### config.mk
export PLATFORM = sky130hd
export DESIGN_NAME = rfmux_top
export DESIGN_NICKNAME = d
export VERILOG_FILES = /design/src/rfmux_pkg.sv /design/src/rfmux_top.sv /design/src/rfmux_bank.sv
export VERILOG_INCLUDE_DIRS = /design/src
export SDC_FILE = /design/constraint.sdc
export NUM_CORES = 2
export LEC_CHECK = 0
export BUFFER_PORTS_ARGS = -buffer_cell sky130_fd_sc_hd__buf_2
export CAP_MARGIN = 20
export CORE_MARGIN = 2
export CORE_UTILIZATION = 55
export CTS_CLUSTER_DIAMETER = 200
export DETAILED_ROUTE_END_ITERATION = 10
export PLACE_DENSITY = 0.79
export SYNTH_ARGS = -nofsm -noshare
export SYNTH_HDL_FRONTEND = slang
export SYNTH_SLANG_ARGS = --single-unit
### constraint.sdc
create_clock -name core_clk -period 15.1 [get_ports core_clk]
set_input_delay 2.265 -clock core_clk [delete_from_list [all_inputs] [get_ports core_clk]]
set_output_delay 2.265 -clock core_clk [all_outputs]
set_load 0.005 [all_outputs]
### src/rfmux_regs.svh
`ifndef RFMUX_REGS_SVH
`define RFMUX_REGS_SVH
`define RFMUX_NBANK 4
`define RFMUX_CNT_W 32
`define RFMUX_SLOT_MIN 4'h1
`define RFMUX_SLOT_MAX 4'h8
`define RFMUX_PULSE_NS 10000
`define RFMUX_CLK_NS 10
`define RFMUX_PULSE_CYC ((`RFMUX_PULSE_NS + `RFMUX_CLK_NS - 1) / `RFMUX_CLK_NS)
`define RFMUX_TMR_W 16
`define RFMUX_POWERON_SEL 2'h0
`define RFMUX_CMD_CLOSE 3'h1
`define RFMUX_CMD_QUERY 3'h2
`define RFMUX_CMD_CNTRD 3'h3
`define RFMUX_CMD_CNTCLR 3'h4
`define RFMUX_CMD_PON 3'h5
`endif

### src/rfmux_pkg.sv
package rfmux_pkg;
   // relay indices within a bank: two leaves then the tree
   typedef enum logic [1:0] {
      RFMUX_LEAF_A = 2'h0,
      RFMUX_LEAF_B = 2'h1,
      RFMUX_TREE = 2'h2
   } rfmux_relay_e;
   // one-hot sequencer states
   typedef enum logic [4:0] {
      RFMUX_IDLE = 5'h01,
      RFMUX_BREAK = 5'h02,
      RFMUX_MAKE = 5'h04,
      RFMUX_PON = 5'h08,
      RFMUX_DONE = 5'h10
   } rfmux_state_e;
endpackage : rfmux_pkg

### src/rfmux_top.sv
`timescale 1ns/1ns
`include "rfmux_regs.svh"
// quad 1x4 selector card controller
module rfmux_top
   import rfmux_pkg::*;
(
   // clock and reset
   input wire logic core_clk,
   input wire logic reset_n,
   // card slot strap
   input wire logic [3:0] my_slot,
   // request from the command processor
   input wire logic req_valid,
   input wire logic [2:0] req_cmd,
   input wire logic [3:0] req_slot,
   input wire logic [3:0] req_bank,
   input wire logic [3:0] req_input,
   output logic req_ready,
   // answer
   output logic rsp_valid_q,
   output logic rsp_err_q,
   output logic rsp_closed_q,
   output logic [`RFMUX_CNT_W-1:0] rsp_count_q,
   // relay coils: index bank*3 + relay
   output logic [11:0] coil_set,
   output logic [11:0] coil_rst
);
   logic rst_meta_q;
   logic rst_n_q;
   rfmux_state_e state_q;
   logic [1:0] sel_q [`RFMUX_NBANK];
   logic [1:0] tbank_q;
   logic [1:0] tsel_q;
   logic [`RFMUX_NBANK-1:0] clr;
   logic [2:0] mreq [`RFMUX_NBANK];
   logic [2:0] mdir [`RFMUX_NBANK];
   logic [2:0] pos [`RFMUX_NBANK];
   logic [`RFMUX_NBANK-1:0] busy;
   logic [`RFMUX_CNT_W-1:0] mcnt [`RFMUX_NBANK];
   logic addr_ok;
   logic take;
   logic [1:0] rb;
   logic [1:0] ri;
   logic [1:0] pon_ph_q;

   // reset release through two flops
   always_ff @(posedge core_clk or negedge reset_n) begin
      if (!reset_n) begin
         rst_meta_q <= 1'b0;
         rst_n_q <= 1'b0;
      end else begin
         rst_meta_q <= 1'b1;
         rst_n_q <= rst_meta_q;
      end
   end

   // channel 11..44: tens digit bank, units digit input
   assign rb = 2'(req_bank - 4'h1);
   assign ri = 2'(req_input - 4'h1);
   assign addr_ok = req_slot == my_slot && req_slot >= `RFMUX_SLOT_MIN && req_slot <= `RFMUX_SLOT_MAX
      && req_bank >= 4'h1 && req_bank <= 4'h4 && req_input >= 4'h1 && req_input <= 4'h4;
   // requests are held off while a relay sequence runs
   assign req_ready = rst_n_q && (state_q == RFMUX_IDLE);
   assign take = req_valid && req_ready;

   // sequencer: set the new leaf first, then swing the tree onto its half
   always_ff @(posedge core_clk or negedge rst_n_q) begin
      if (!rst_n_q) begin
         state_q <= RFMUX_IDLE;
         tbank_q <= 2'h0;
         tsel_q <= 2'h0;
         pon_ph_q <= 2'h0;
      end else begin
         case (state_q)
            RFMUX_IDLE: begin
               if (take && addr_ok && req_cmd == `RFMUX_CMD_CLOSE) begin
                  tbank_q <= rb;
                  tsel_q <= ri;
                  state_q <= RFMUX_BREAK;
               end else if (take && req_slot == my_slot && req_cmd == `RFMUX_CMD_PON) begin
                  pon_ph_q <= 2'h0;
                  state_q <= RFMUX_PON;
               end
            end
            // new leaf settles first, while the tree points away unless old and new share a half, so only old or new input reaches the common
            RFMUX_BREAK: if (!busy[tbank_q]) state_q <= RFMUX_MAKE;
            RFMUX_MAKE: if (!busy[tbank_q]) state_q <= RFMUX_DONE;
            // power-on walks leaf a, then the tree, then leaf b, one group at a time
            RFMUX_PON: begin
               if (busy == '0) begin
                  if (pon_ph_q == 2'h2) state_q <= RFMUX_DONE;
                  else pon_ph_q <= pon_ph_q + 2'h1;
               end
            end
            RFMUX_DONE: if (busy == '0) state_q <= RFMUX_IDLE;
            default: state_q <= RFMUX_IDLE;
         endcase
      end
   end

   // relay move requests per bank, issued on state entry
   always_comb begin
      for (int b = 0; b < `RFMUX_NBANK; b++) begin
         mreq[b] = 3'h0;
         mdir[b] = 3'h0;
         clr[b] = 1'b0;
      end
      if (take && addr_ok && req_cmd == `RFMUX_CMD_CNTCLR) clr[rb] = 1'b1;
      if (take && addr_ok && req_cmd == `RFMUX_CMD_CLOSE) begin
         // leaf on the selected half picks the input; the tree may still show the other half
         mreq[rb][ri[1]] = 1'b1;
         mdir[rb][ri[1]] = ri[0];
      end
      if (state_q == RFMUX_BREAK && !busy[tbank_q]) begin
         // tree last: the common sees the new input only once its leaf has settled
         mreq[tbank_q][RFMUX_TREE] = 1'b1;
         mdir[tbank_q][RFMUX_TREE] = tsel_q[1];
      end
      if (take && req_slot == my_slot && req_cmd == `RFMUX_CMD_PON) begin
         for (int b = 0; b < `RFMUX_NBANK; b++) mreq[b][RFMUX_LEAF_A] = 1'b1;
      end
      // later power-on steps: tree home onto leaf a, then the isolated leaf b home
      if (state_q == RFMUX_PON && busy == '0 && pon_ph_q != 2'h2) begin
         for (int b = 0; b < `RFMUX_NBANK; b++) begin
            if (pon_ph_q == 2'h0) mreq[b][RFMUX_TREE] = 1'b1;
            else mreq[b][RFMUX_LEAF_B] = 1'b1;
         end
      end
   end

   // selected input per bank; one per bank, a new close replaces it
   always_ff @(posedge core_clk or negedge rst_n_q) begin
      if (!rst_n_q) begin
         for (int b = 0; b < `RFMUX_NBANK; b++) sel_q[b] <= `RFMUX_POWERON_SEL;
      end else if (take && addr_ok && req_cmd == `RFMUX_CMD_CLOSE) begin
         sel_q[rb] <= ri;
      end else if (take && req_slot == my_slot && req_cmd == `RFMUX_CMD_PON) begin
         for (int b = 0; b < `RFMUX_NBANK; b++) sel_q[b] <= `RFMUX_POWERON_SEL;
      end
   end

   // answers: one pulse per accepted request
   always_ff @(posedge core_clk or negedge rst_n_q) begin
      if (!rst_n_q) begin
         rsp_valid_q <= 1'b0;
         rsp_err_q <= 1'b0;
         rsp_closed_q <= 1'b0;
         rsp_count_q <= '0;
      end else begin
         rsp_valid_q <= take;
         // unknown commands, open requests included, are refused
         rsp_err_q <= take && (!addr_ok && req_cmd != `RFMUX_CMD_PON
            || req_cmd == 3'h0 || req_cmd > `RFMUX_CMD_PON || req_slot != my_slot);
         rsp_closed_q <= take && req_cmd == `RFMUX_CMD_QUERY && addr_ok && sel_q[rb] == ri;
         rsp_count_q <= (take && req_cmd == `RFMUX_CMD_CNTRD && addr_ok) ? mcnt[rb] : '0;
      end
   end

   genvar g;
   for (g = 0; g < `RFMUX_NBANK; g++) begin : g_bank
      rfmux_bank u_bank (
         .core_clk(core_clk),
         .rst_n(rst_n_q),
         .move_req(mreq[g]),
         .move_dir(mdir[g]),
         .cnt_clr(clr[g]),
         .pos_q(pos[g]),
         .coil_set_q(coil_set[g*3 +: 3]),
         .coil_rst_q(coil_rst[g*3 +: 3]),
         .busy(busy[g]),
         .max_cnt(mcnt[g])
      );
   end

   a_query_closed: assert property (@(posedge core_clk) disable iff (!rst_n_q)
      take && req_cmd == `RFMUX_CMD_QUERY && addr_ok && sel_q[rb] == ri |=> rsp_closed_q)
      else $error("query misses closed channel");
   a_break_first: assert property (@(posedge core_clk) disable iff (!rst_n_q)
      state_q == RFMUX_MAKE |-> pos[tbank_q][tsel_q[1]] == tsel_q[0]) else $error("tree moved before leaf");
   a_close_sets: assert property (@(posedge core_clk) disable iff (!rst_n_q)
      take && addr_ok && req_cmd == `RFMUX_CMD_CLOSE |=> sel_q[$past(rb)] == $past(ri))
      else $error("close not recorded");
   a_count_read: assert property (@(posedge core_clk) disable iff (!rst_n_q)
      take && req_cmd == `RFMUX_CMD_CNTRD && addr_ok |=> rsp_count_q == $past(mcnt[rb]))
      else $error("count read wrong");
   a_pon_home: assert property (@(posedge core_clk) disable iff (!rst_n_q)
      take && req_slot == my_slot && req_cmd == `RFMUX_CMD_PON |=> sel_q[0] == `RFMUX_POWERON_SEL)
      else $error("power-on not restored");
   a_bad_slot: assert property (@(posedge core_clk) disable iff (!rst_n_q)
      take && req_slot != my_slot |=> rsp_err_q) else $error("foreign slot accepted");
endmodule : rfmux_top

### src/rfmux_bank.sv
`timescale 1ns/1ns
`include "rfmux_regs.svh"
// one bank: three latching relays driven by set/reset coil pulses
module rfmux_bank
   import rfmux_pkg::*;
(
   // clock and reset
   input wire logic core_clk,
   input wire logic rst_n,
   // relay move request, one pulse per move
   input wire logic [2:0] move_req,
   input wire logic [2:0] move_dir,
   // counter clear
   input wire logic cnt_clr,
   // relay positions and coils
   output logic [2:0] pos_q,
   output logic [2:0] coil_set_q,
   output logic [2:0] coil_rst_q,
   output logic busy,
   // largest counter of the bank
   output logic [`RFMUX_CNT_W-1:0] max_cnt
);
   logic [`RFMUX_TMR_W-1:0] tmr_q;
   logic [`RFMUX_CNT_W-1:0] cnt_q [3];
   logic [`RFMUX_CNT_W-1:0] m01;
   logic [2:0] pend_q;

   assign busy = (tmr_q != '0);

   // coil pulse timer; latching relays need no drive after it ends
   always_ff @(posedge core_clk or negedge rst_n) begin
      if (!rst_n) begin
         tmr_q <= '0;
         pend_q <= 3'h0;
      end else if (move_req != 3'h0) begin
         tmr_q <= `RFMUX_TMR_W'(`RFMUX_PULSE_CYC);
         pend_q <= move_req;
      end else if (busy) begin
         tmr_q <= tmr_q - 1'b1;
      end
   end

   genvar i;
   for (i = 0; i < 3; i++) begin : g_relay
      // coil drive and position of one latching relay
      always_ff @(posedge core_clk or negedge rst_n) begin
         if (!rst_n) begin
            coil_set_q[i] <= 1'b0;
            coil_rst_q[i] <= 1'b0;
            pos_q[i] <= 1'b0;
         end else if (move_req[i] && move_dir[i] != pos_q[i]) begin
            coil_set_q[i] <= move_dir[i];
            coil_rst_q[i] <= !move_dir[i];
         end else if (tmr_q == `RFMUX_TMR_W'(1) && pend_q[i]) begin
            coil_set_q[i] <= 1'b0;
            coil_rst_q[i] <= 1'b0;
            if (coil_set_q[i] || coil_rst_q[i]) pos_q[i] <= coil_set_q[i];
         end
      end
      // counter bumps when the pulse completes an actual move
      always_ff @(posedge core_clk or negedge rst_n) begin
         if (!rst_n) begin
            cnt_q[i] <= '0;
         end else if (cnt_clr) begin
            cnt_q[i] <= '0;
         end else if (tmr_q == `RFMUX_TMR_W'(1) && pend_q[i] && (coil_set_q[i] || coil_rst_q[i])) begin
            cnt_q[i] <= cnt_q[i] + 1'b1;
         end
      end
   end

   // bank figure is the largest of the three
   assign m01 = (cnt_q[0] > cnt_q[1]) ? cnt_q[0] : cnt_q[1];
   assign max_cnt = (m01 > cnt_q[2]) ? m01 : cnt_q[2];

   a_count_on_move: assert property (@(posedge core_clk) disable iff (!rst_n)
      (tmr_q == `RFMUX_TMR_W'(1) && pend_q[0] && coil_set_q[0] && !cnt_clr)
      |=> cnt_q[0] == $past(cnt_q[0]) + 1'b1) else $error("leaf count missed");
   a_clear_bank: assert property (@(posedge core_clk) disable iff (!rst_n)
      cnt_clr |=> max_cnt == '0) else $error("bank clear failed");
endmodule : rfmux_bank

======== Yosys cells after proc, flatten, opt, wreduce, memory -nomap -nowiden ========
Index checks and enable logic that the tools add are counted.
operators by class
  add/subtract/negate cells ............... 19
  magnitude comparators ................... 24
  eq/ne operators ......................... 41
  muxes and demuxes ....................... 133
  bitwise operators ....................... 16
  reduce and logical (&&, ||, !) cells .... 148
operators with widths
  cell                                                                number
  2-to-1 mux 32 bit                                                   35
  adder 32 x 1 -> 32 bit (second input constant)                      12
  > comparator 32 bit                                                 8
  2-to-1 mux 16 bit                                                   8
  binary-select mux 32 bit (select 2 bit)                             1
  equality test 16 x 1 -> 1 bit (second input constant)               4
  nonzero test 16 bit                                                 4
  subtractor 16 x 1 -> 16 bit (second input constant)                 4
  logical AND 1 bit                                                   63
  nonzero test 2 bit                                                  30
  2-to-1 mux 1 bit                                                    51
  2-to-1 mux 12 bit                                                   4
  AND reduction 3 bit                                                 12
  2-to-1 mux 5 bit                                                    7
  one-hot mux 5 bit (5 select lines)                                  1
  2-to-1 mux 2 bit                                                    12
  2-to-1 mux 8 bit                                                    2
  logical OR 1 bit                                                    15
  logical NOT 1 bit                                                   14
  != test 2 bit (second input constant)                               7
  AND 12 bit                                                          1
  bitwise mux 12 bit                                                  1
  demux 3 bit (select 2 bit)                                          2
  greater-or-equal comparator 4 x 1 -> 1 bit (second input constant)  3
  46 further kinds                                                    80
storage, ports and cells
  register bits after elaboration ......... 552
  output and inout bits ................... 60

======== Depth between registers and ports, before layout ========
  word-level depth ........................ 17
  mapped depth ............................ 20

======== Cells and area by module ========
From an unflattened synthesis, not the netlist that was laid out.
second synthesis, totals
  cell total of the unflattened synthesis .. 4,637
  area total of the unflattened synthesis .. 38,896.1 sq um
modules (own cells, without submodules)
  module                              instances  cells each  area an instance (sq um)  sequential area each (sq um)
  rfmux_bank at g_bank[0].u_bank ...  2          1,092       8,866.0                   3,103.0
  rfmux_bank at g_bank[3].u_bank      1          1,090       8,879.8                   3,103.0
  rfmux_bank at g_bank[1].u_bank      1          1,062       8,705.8                   3,103.0
  rfmux_top                           1          301         3,578.4                   1,377.6

======== Worst setup path after synthesis ========
OpenSTA, ideal clock, no wires.
  kind .................................... reg2reg
  start point ............................. reg rst_n_q
  end point ............................... reg rsp_count_q[7]
  setup time .............................. 73 ps
  arrival time ............................ 15,505 ps
  path slack .............................. -478 ps
  cell stages (with the launch flop) ...... 11
  path through ............................ dfrtp_1 > and4_1 > clkbuf_1 > nand3_1 > or2_2 > clkbuf_1 > nor3_1 > clkbuf_1 > clkbuf_1 > o211a_1 > nand4bb_1
between the ends
  cells in the longest elaborated chain, start to end .. 5
ends and longest elaborated chain
  element                      RTL line          text
  start, declared              rfmux_top.sv:29   logic rst_n_q;
  start signal, assigned       rfmux_top.sv:53   rst_n_q <= rst_meta_q;
  logical AND 1 bit            rfmux_top.sv:63   assign req_ready = rst_n_q && (state_q == RFMUX_IDLE);
  logical AND 1 bit            rfmux_top.sv:64   assign take = req_valid && req_ready;
  logical AND 1 bit (no line)  --
  logical AND 1 bit            rfmux_top.sv:155  rsp_count_q <= (take && req_cmd == `RFMUX_CMD_CNTRD && addr_ok) ? mcnt[rb] : '0;
  2-to-1 mux 32 bit            rfmux_top.sv:155
  end signal, assigned         rfmux_top.sv:155
  end, declared                rfmux_top.sv:23   output logic [`RFMUX_CNT_W-1:0] rsp_count_q,
Every way passes these cells.
A chain may end at the register's enable or synchronous reset.

======== Worst setup path after layout ========
  start point ............................. reg g_bank[0].u_bank.cnt_q[37] (netlist bit)
  end point ............................... reg rsp_count_q[21]
between the ends
  cells in the longest elaborated chain, start to end .. 8
ends and longest elaborated chain
  element                                                  RTL line          text
  start, declared                                          rfmux_bank.sv:24  logic [`RFMUX_CNT_W-1:0] cnt_q [3];
  start signal, assigned by index                          rfmux_bank.sv:67  cnt_q[i] <= cnt_q[i] + 1'b1;
  > comparator 32 bit                                      rfmux_bank.sv:73  assign m01 = (cnt_q[0] > cnt_q[1]) ? cnt_q[0] : cnt_q[1];
  2-to-1 mux 32 bit *                                      rfmux_bank.sv:73
  > comparator 32 bit                                      rfmux_bank.sv:74  assign max_cnt = (m01 > cnt_q[2]) ? m01 : cnt_q[2];
  2-to-1 mux 32 bit *                                      rfmux_bank.sv:74
  binary-select mux 32 bit (select 2 bit) *                rfmux_top.sv:155
  2-to-1 mux 32 bit (not written as such) * (2 in series)  rfmux_top.sv:155
  2-to-1 mux 32 bit *                                      rfmux_top.sv:155
Mark *: on every way between the ends. The rest lies on a longest branch, timed or not. The select of a mux whose other input is x is not followed.

==> summary.txt <==
Status: completed
Clk Latency, worst-skew pair: 0.68 ns
Lkg Pwr: 18.4 nW
RSZ-0062 raised after global routing: false
Global-route wire length before repair: 165000 um
Mapped Cells: 4083
Clk sinks: 551
Post-CTS Setup Repair Bufs: 0
Top fanout value on the critical path: 33
GRT overflow: 0
Routability Congestion: 0.968
Cts bufs inserted: 60
Largest net degree at the start of global routing: 173
VDD IR max: 0.0000984 V
Seq/Total Area, Yosys: 0.376
Number of I/O pins: 82
WL per Instance: 20.5 um
Die Wd: 262 um
Share of cells above drive strength 1: 0.102
Clock-pin slew on the worst setup and hold paths: 0.06 ns
Ys async rst share: 1.00
Crit path kind: flip-flop to flip-flop
Cts hold-fix bufs: 0
Die area: 68700 um2
Period utilization: 0.434
R2R depth: 16
P&R area growth vs syn: 9.78%
Slowest cell on the critical path: a2bb2oi_4
Vias: 31059
Final setup viols: 0
DRC violations left: 0
Worst Path Arrival: 7.11 ns
Initial Utilization: 0.557
GRT Util Overall: 0.302
Drt first-iter violations: 3410
Min cycle time layout: 6.55 ns
Area of the mapped netlist: 36700 um2
Dpl hpwl: 76300 um
Vias in the first global route: 29794
Synthesized flop and latch total: 551
Max Freq: 153 MHz
Post-Syn Nets: 4391
Initial antenna violation count: 4
Cell Pwr Density: 85.1 nW/um2
Max-cap viol count: 0
CP cell instances: inv_1 -> ha_1 -> a21oi_1 -> o21ai_0 -> a221oi_1 -> nor3b_1 -> a2bb2oi_4 -> mux2i_1 -> ha_1 -> and4_1 -> a221oi_1 -> nand2_1 -> nand3_1 -> or2_2 -> o211ai_1 -> nand4bb_1
Port Buffers: 81
Nets: 4426
Routed vias/inst: 6.17
Post-Route WL: 103000 um
Setup TNS: 0 ns
TritonCTS clock tree: done
Clock buffer depth: 3
Largest stage delay, worst path: 0.86 ns
WP data required: 15.66 ns
HP Class: flip-flop to asynchronous set/reset pin
Number of synthesized flops with an enable pin: 0
Hold Vio Cnt, Final: 0
Synthesized area per cell: 8.98 um2
Primary FF master, synth: dfrtp_1
Rel. slew slack: 0.237
Core ar.: 65900 um2
Power consumption: 3.43 mW
Post-CTS sizing: 0
Vert. Die Dim: 262 um
Startpoint Class: flip-flop
Root Buffer: clkbuf_16
Setup crit end kind: flip-flop
Synth cell types: 92
Least-Margin Pin Slew: 1.14 ns
Syn. warnings: 0
Fin. max-slew vios: 0
H-tree depth: 2
Std-Cell Rows: 94
Skew final: 0.0324 ns
DRT Pass-1 Iters: 7
Antenna-violating nets left: 0
==> synth_stat cells, types with 32 or more instances <==
cell type | instances | share of area
dfrtp_1 | 550 | 0.38
nor2_1 | 531 | 0.054
nand2_1 | 300 | 0.031
xnor2_1 | 299 | 0.071
inv_1 | 293 | 0.030
ha_1 | 286 | 0.098
nand3_1 | 239 | 0.033
o21ai_0 | 175 | 0.024
a21oi_1 | 142 | 0.019
nand4_1 | 142 | 0.024
mux2_2 | 127 | 0.039
clkbuf_1 | 126 | 0.013
xor2_1 | 112 | 0.027
nor3_1 | 82 | 0.011
o211ai_1 | 74 | 0.015
and3_1 | 64 | 0.011
nor4_1 | 58 | 0.0099
o211a_1 | 56 | 0.015
and4_1 | 48 | 0.011
or3_1 | 32 | 0.0055
==> placed cells by master (no fill, tap or decap), types with 127 or more instances in the layout <==
cell type / synthesis / layout
a21oi_1: 142 / 142
dfrtp_1: 550 / 549
ha_1: 286 / 286
inv_1: 293 / 293
mux2_2: 127 / 127
nand2_1: 300 / 300
nand3_1: 239 / 239
nand4_1: 142 / 142
nor2_1: 531 / 528
o21ai_0: 175 / 175
xnor2_1: 299 / 299
==> per-stage QoR <==
step	hold slack, ns	worst slack (ns)	utilization	cell area (um2)	std cells
detailed placement	0.253	8.38	0.576	37900	4912
finish	0.247	8.55	0.611	40200	5036
floorplan	0.331	5.46	-	36700	4083
global route	0.275	8.07	0.611	40200	5036
CTS	0.259	8.59	0.608	40100	5025
global placement	0.252	8.47	0.576	37900	4912
==> final timing paths <==
| kind | slack, ns | start | end |
|---|---|---|---|
| max | 8.55 | g_bank[0].u_bank.cnt_q[37] | rsp_count_q[21] |
| min | 0.25 | rst_n_q | g_bank[0].u_bank.cnt_q[84] |
| max reg2reg | 8.55 | g_bank[0].u_bank.cnt_q[37] | rsp_count_q[21] |
| min reg2reg | 0.25 | rst_n_q | g_bank[0].u_bank.cnt_q[84] |
| max in group asynchronous | 12.86 | rst_n_q | g_bank[0].u_bank.cnt_q[1] |
| min in group core_clk | 0.35 | rst_meta_q | rst_n_q |
==> critical path, delay by kind of cell, from the launching register on <==
| kind | cells | cell delay, ns |
|---|---|---|
| and+or+nand+nor | 6 | 2.45 |
| AOI/OAI and AO/OA | 6 | 2.15 |
| adders and majority gates | 2 | 0.68 |
| muxes | 1 | 0.64 |
| DFF | 1 | 0.41 |
| buffers and inverters | 1 | 0.09 |
==> area by class of cell <==
| cell class | instances | area (um2) |
|---|---|---|
| inverter | 294 | 1100 |
| tap | 864 | 1080 |
| fill | 5490 | 25600 |
| antenna | 3 | 7.51 |
| multi-input combinational | 3093 | 21300 |
| clock inverter | 28 | 368 |
| sequential | 551 | 13800 |
| timing repair buffer | 118 | 796 |
| clock buffer | 85 | 1780 |
==> cell families after synthesis <==
family	share of synthesized area
compound gates	0.106
buf+inv	0.0452
simple gates	0.232
other cells	0.000102
flops	0.376
xor+xnor	0.0982
mux	0.0447
fa+ha+maj	0.0976
==> metal layers <==
| metal | track usage | vias to the layer above | share of wire |
|---|---|---|---|
| li1 | - | 14487 | - |
| met1 | 0.427 | 15043 | 0.43 |
| met2 | 0.453 | 1272 | 0.44 |
| met3 | 0.0470 | 255 | 0.076 |
| met4 | 0.150 | 2 | 0.053 |
| met5 | 0 | - | 0.00013 |
==> power by group <==
part | internal [mW] | switching [mW]
Clock | 0.924 | 0.665
Combinational | 0.0884 | 0.170
Sequential | 1.53 | 0.0524
==> sequential cells by signal (all words and copies together) (netlist names), 2 cells and up <==
name	flops
g_bank.u_bank.cnt_q	384
g_bank.u_bank.tmr_q	64
rsp_count_q	32
g_bank.u_bank.coil_rst_q	12
g_bank.u_bank.coil_set_q	12
g_bank.u_bank.pend_q	12
g_bank.u_bank.pos_q	12
sel_q	8
state_q	5
pon_ph_q	2
tbank_q	2
(Power assumes the default switching activity.)
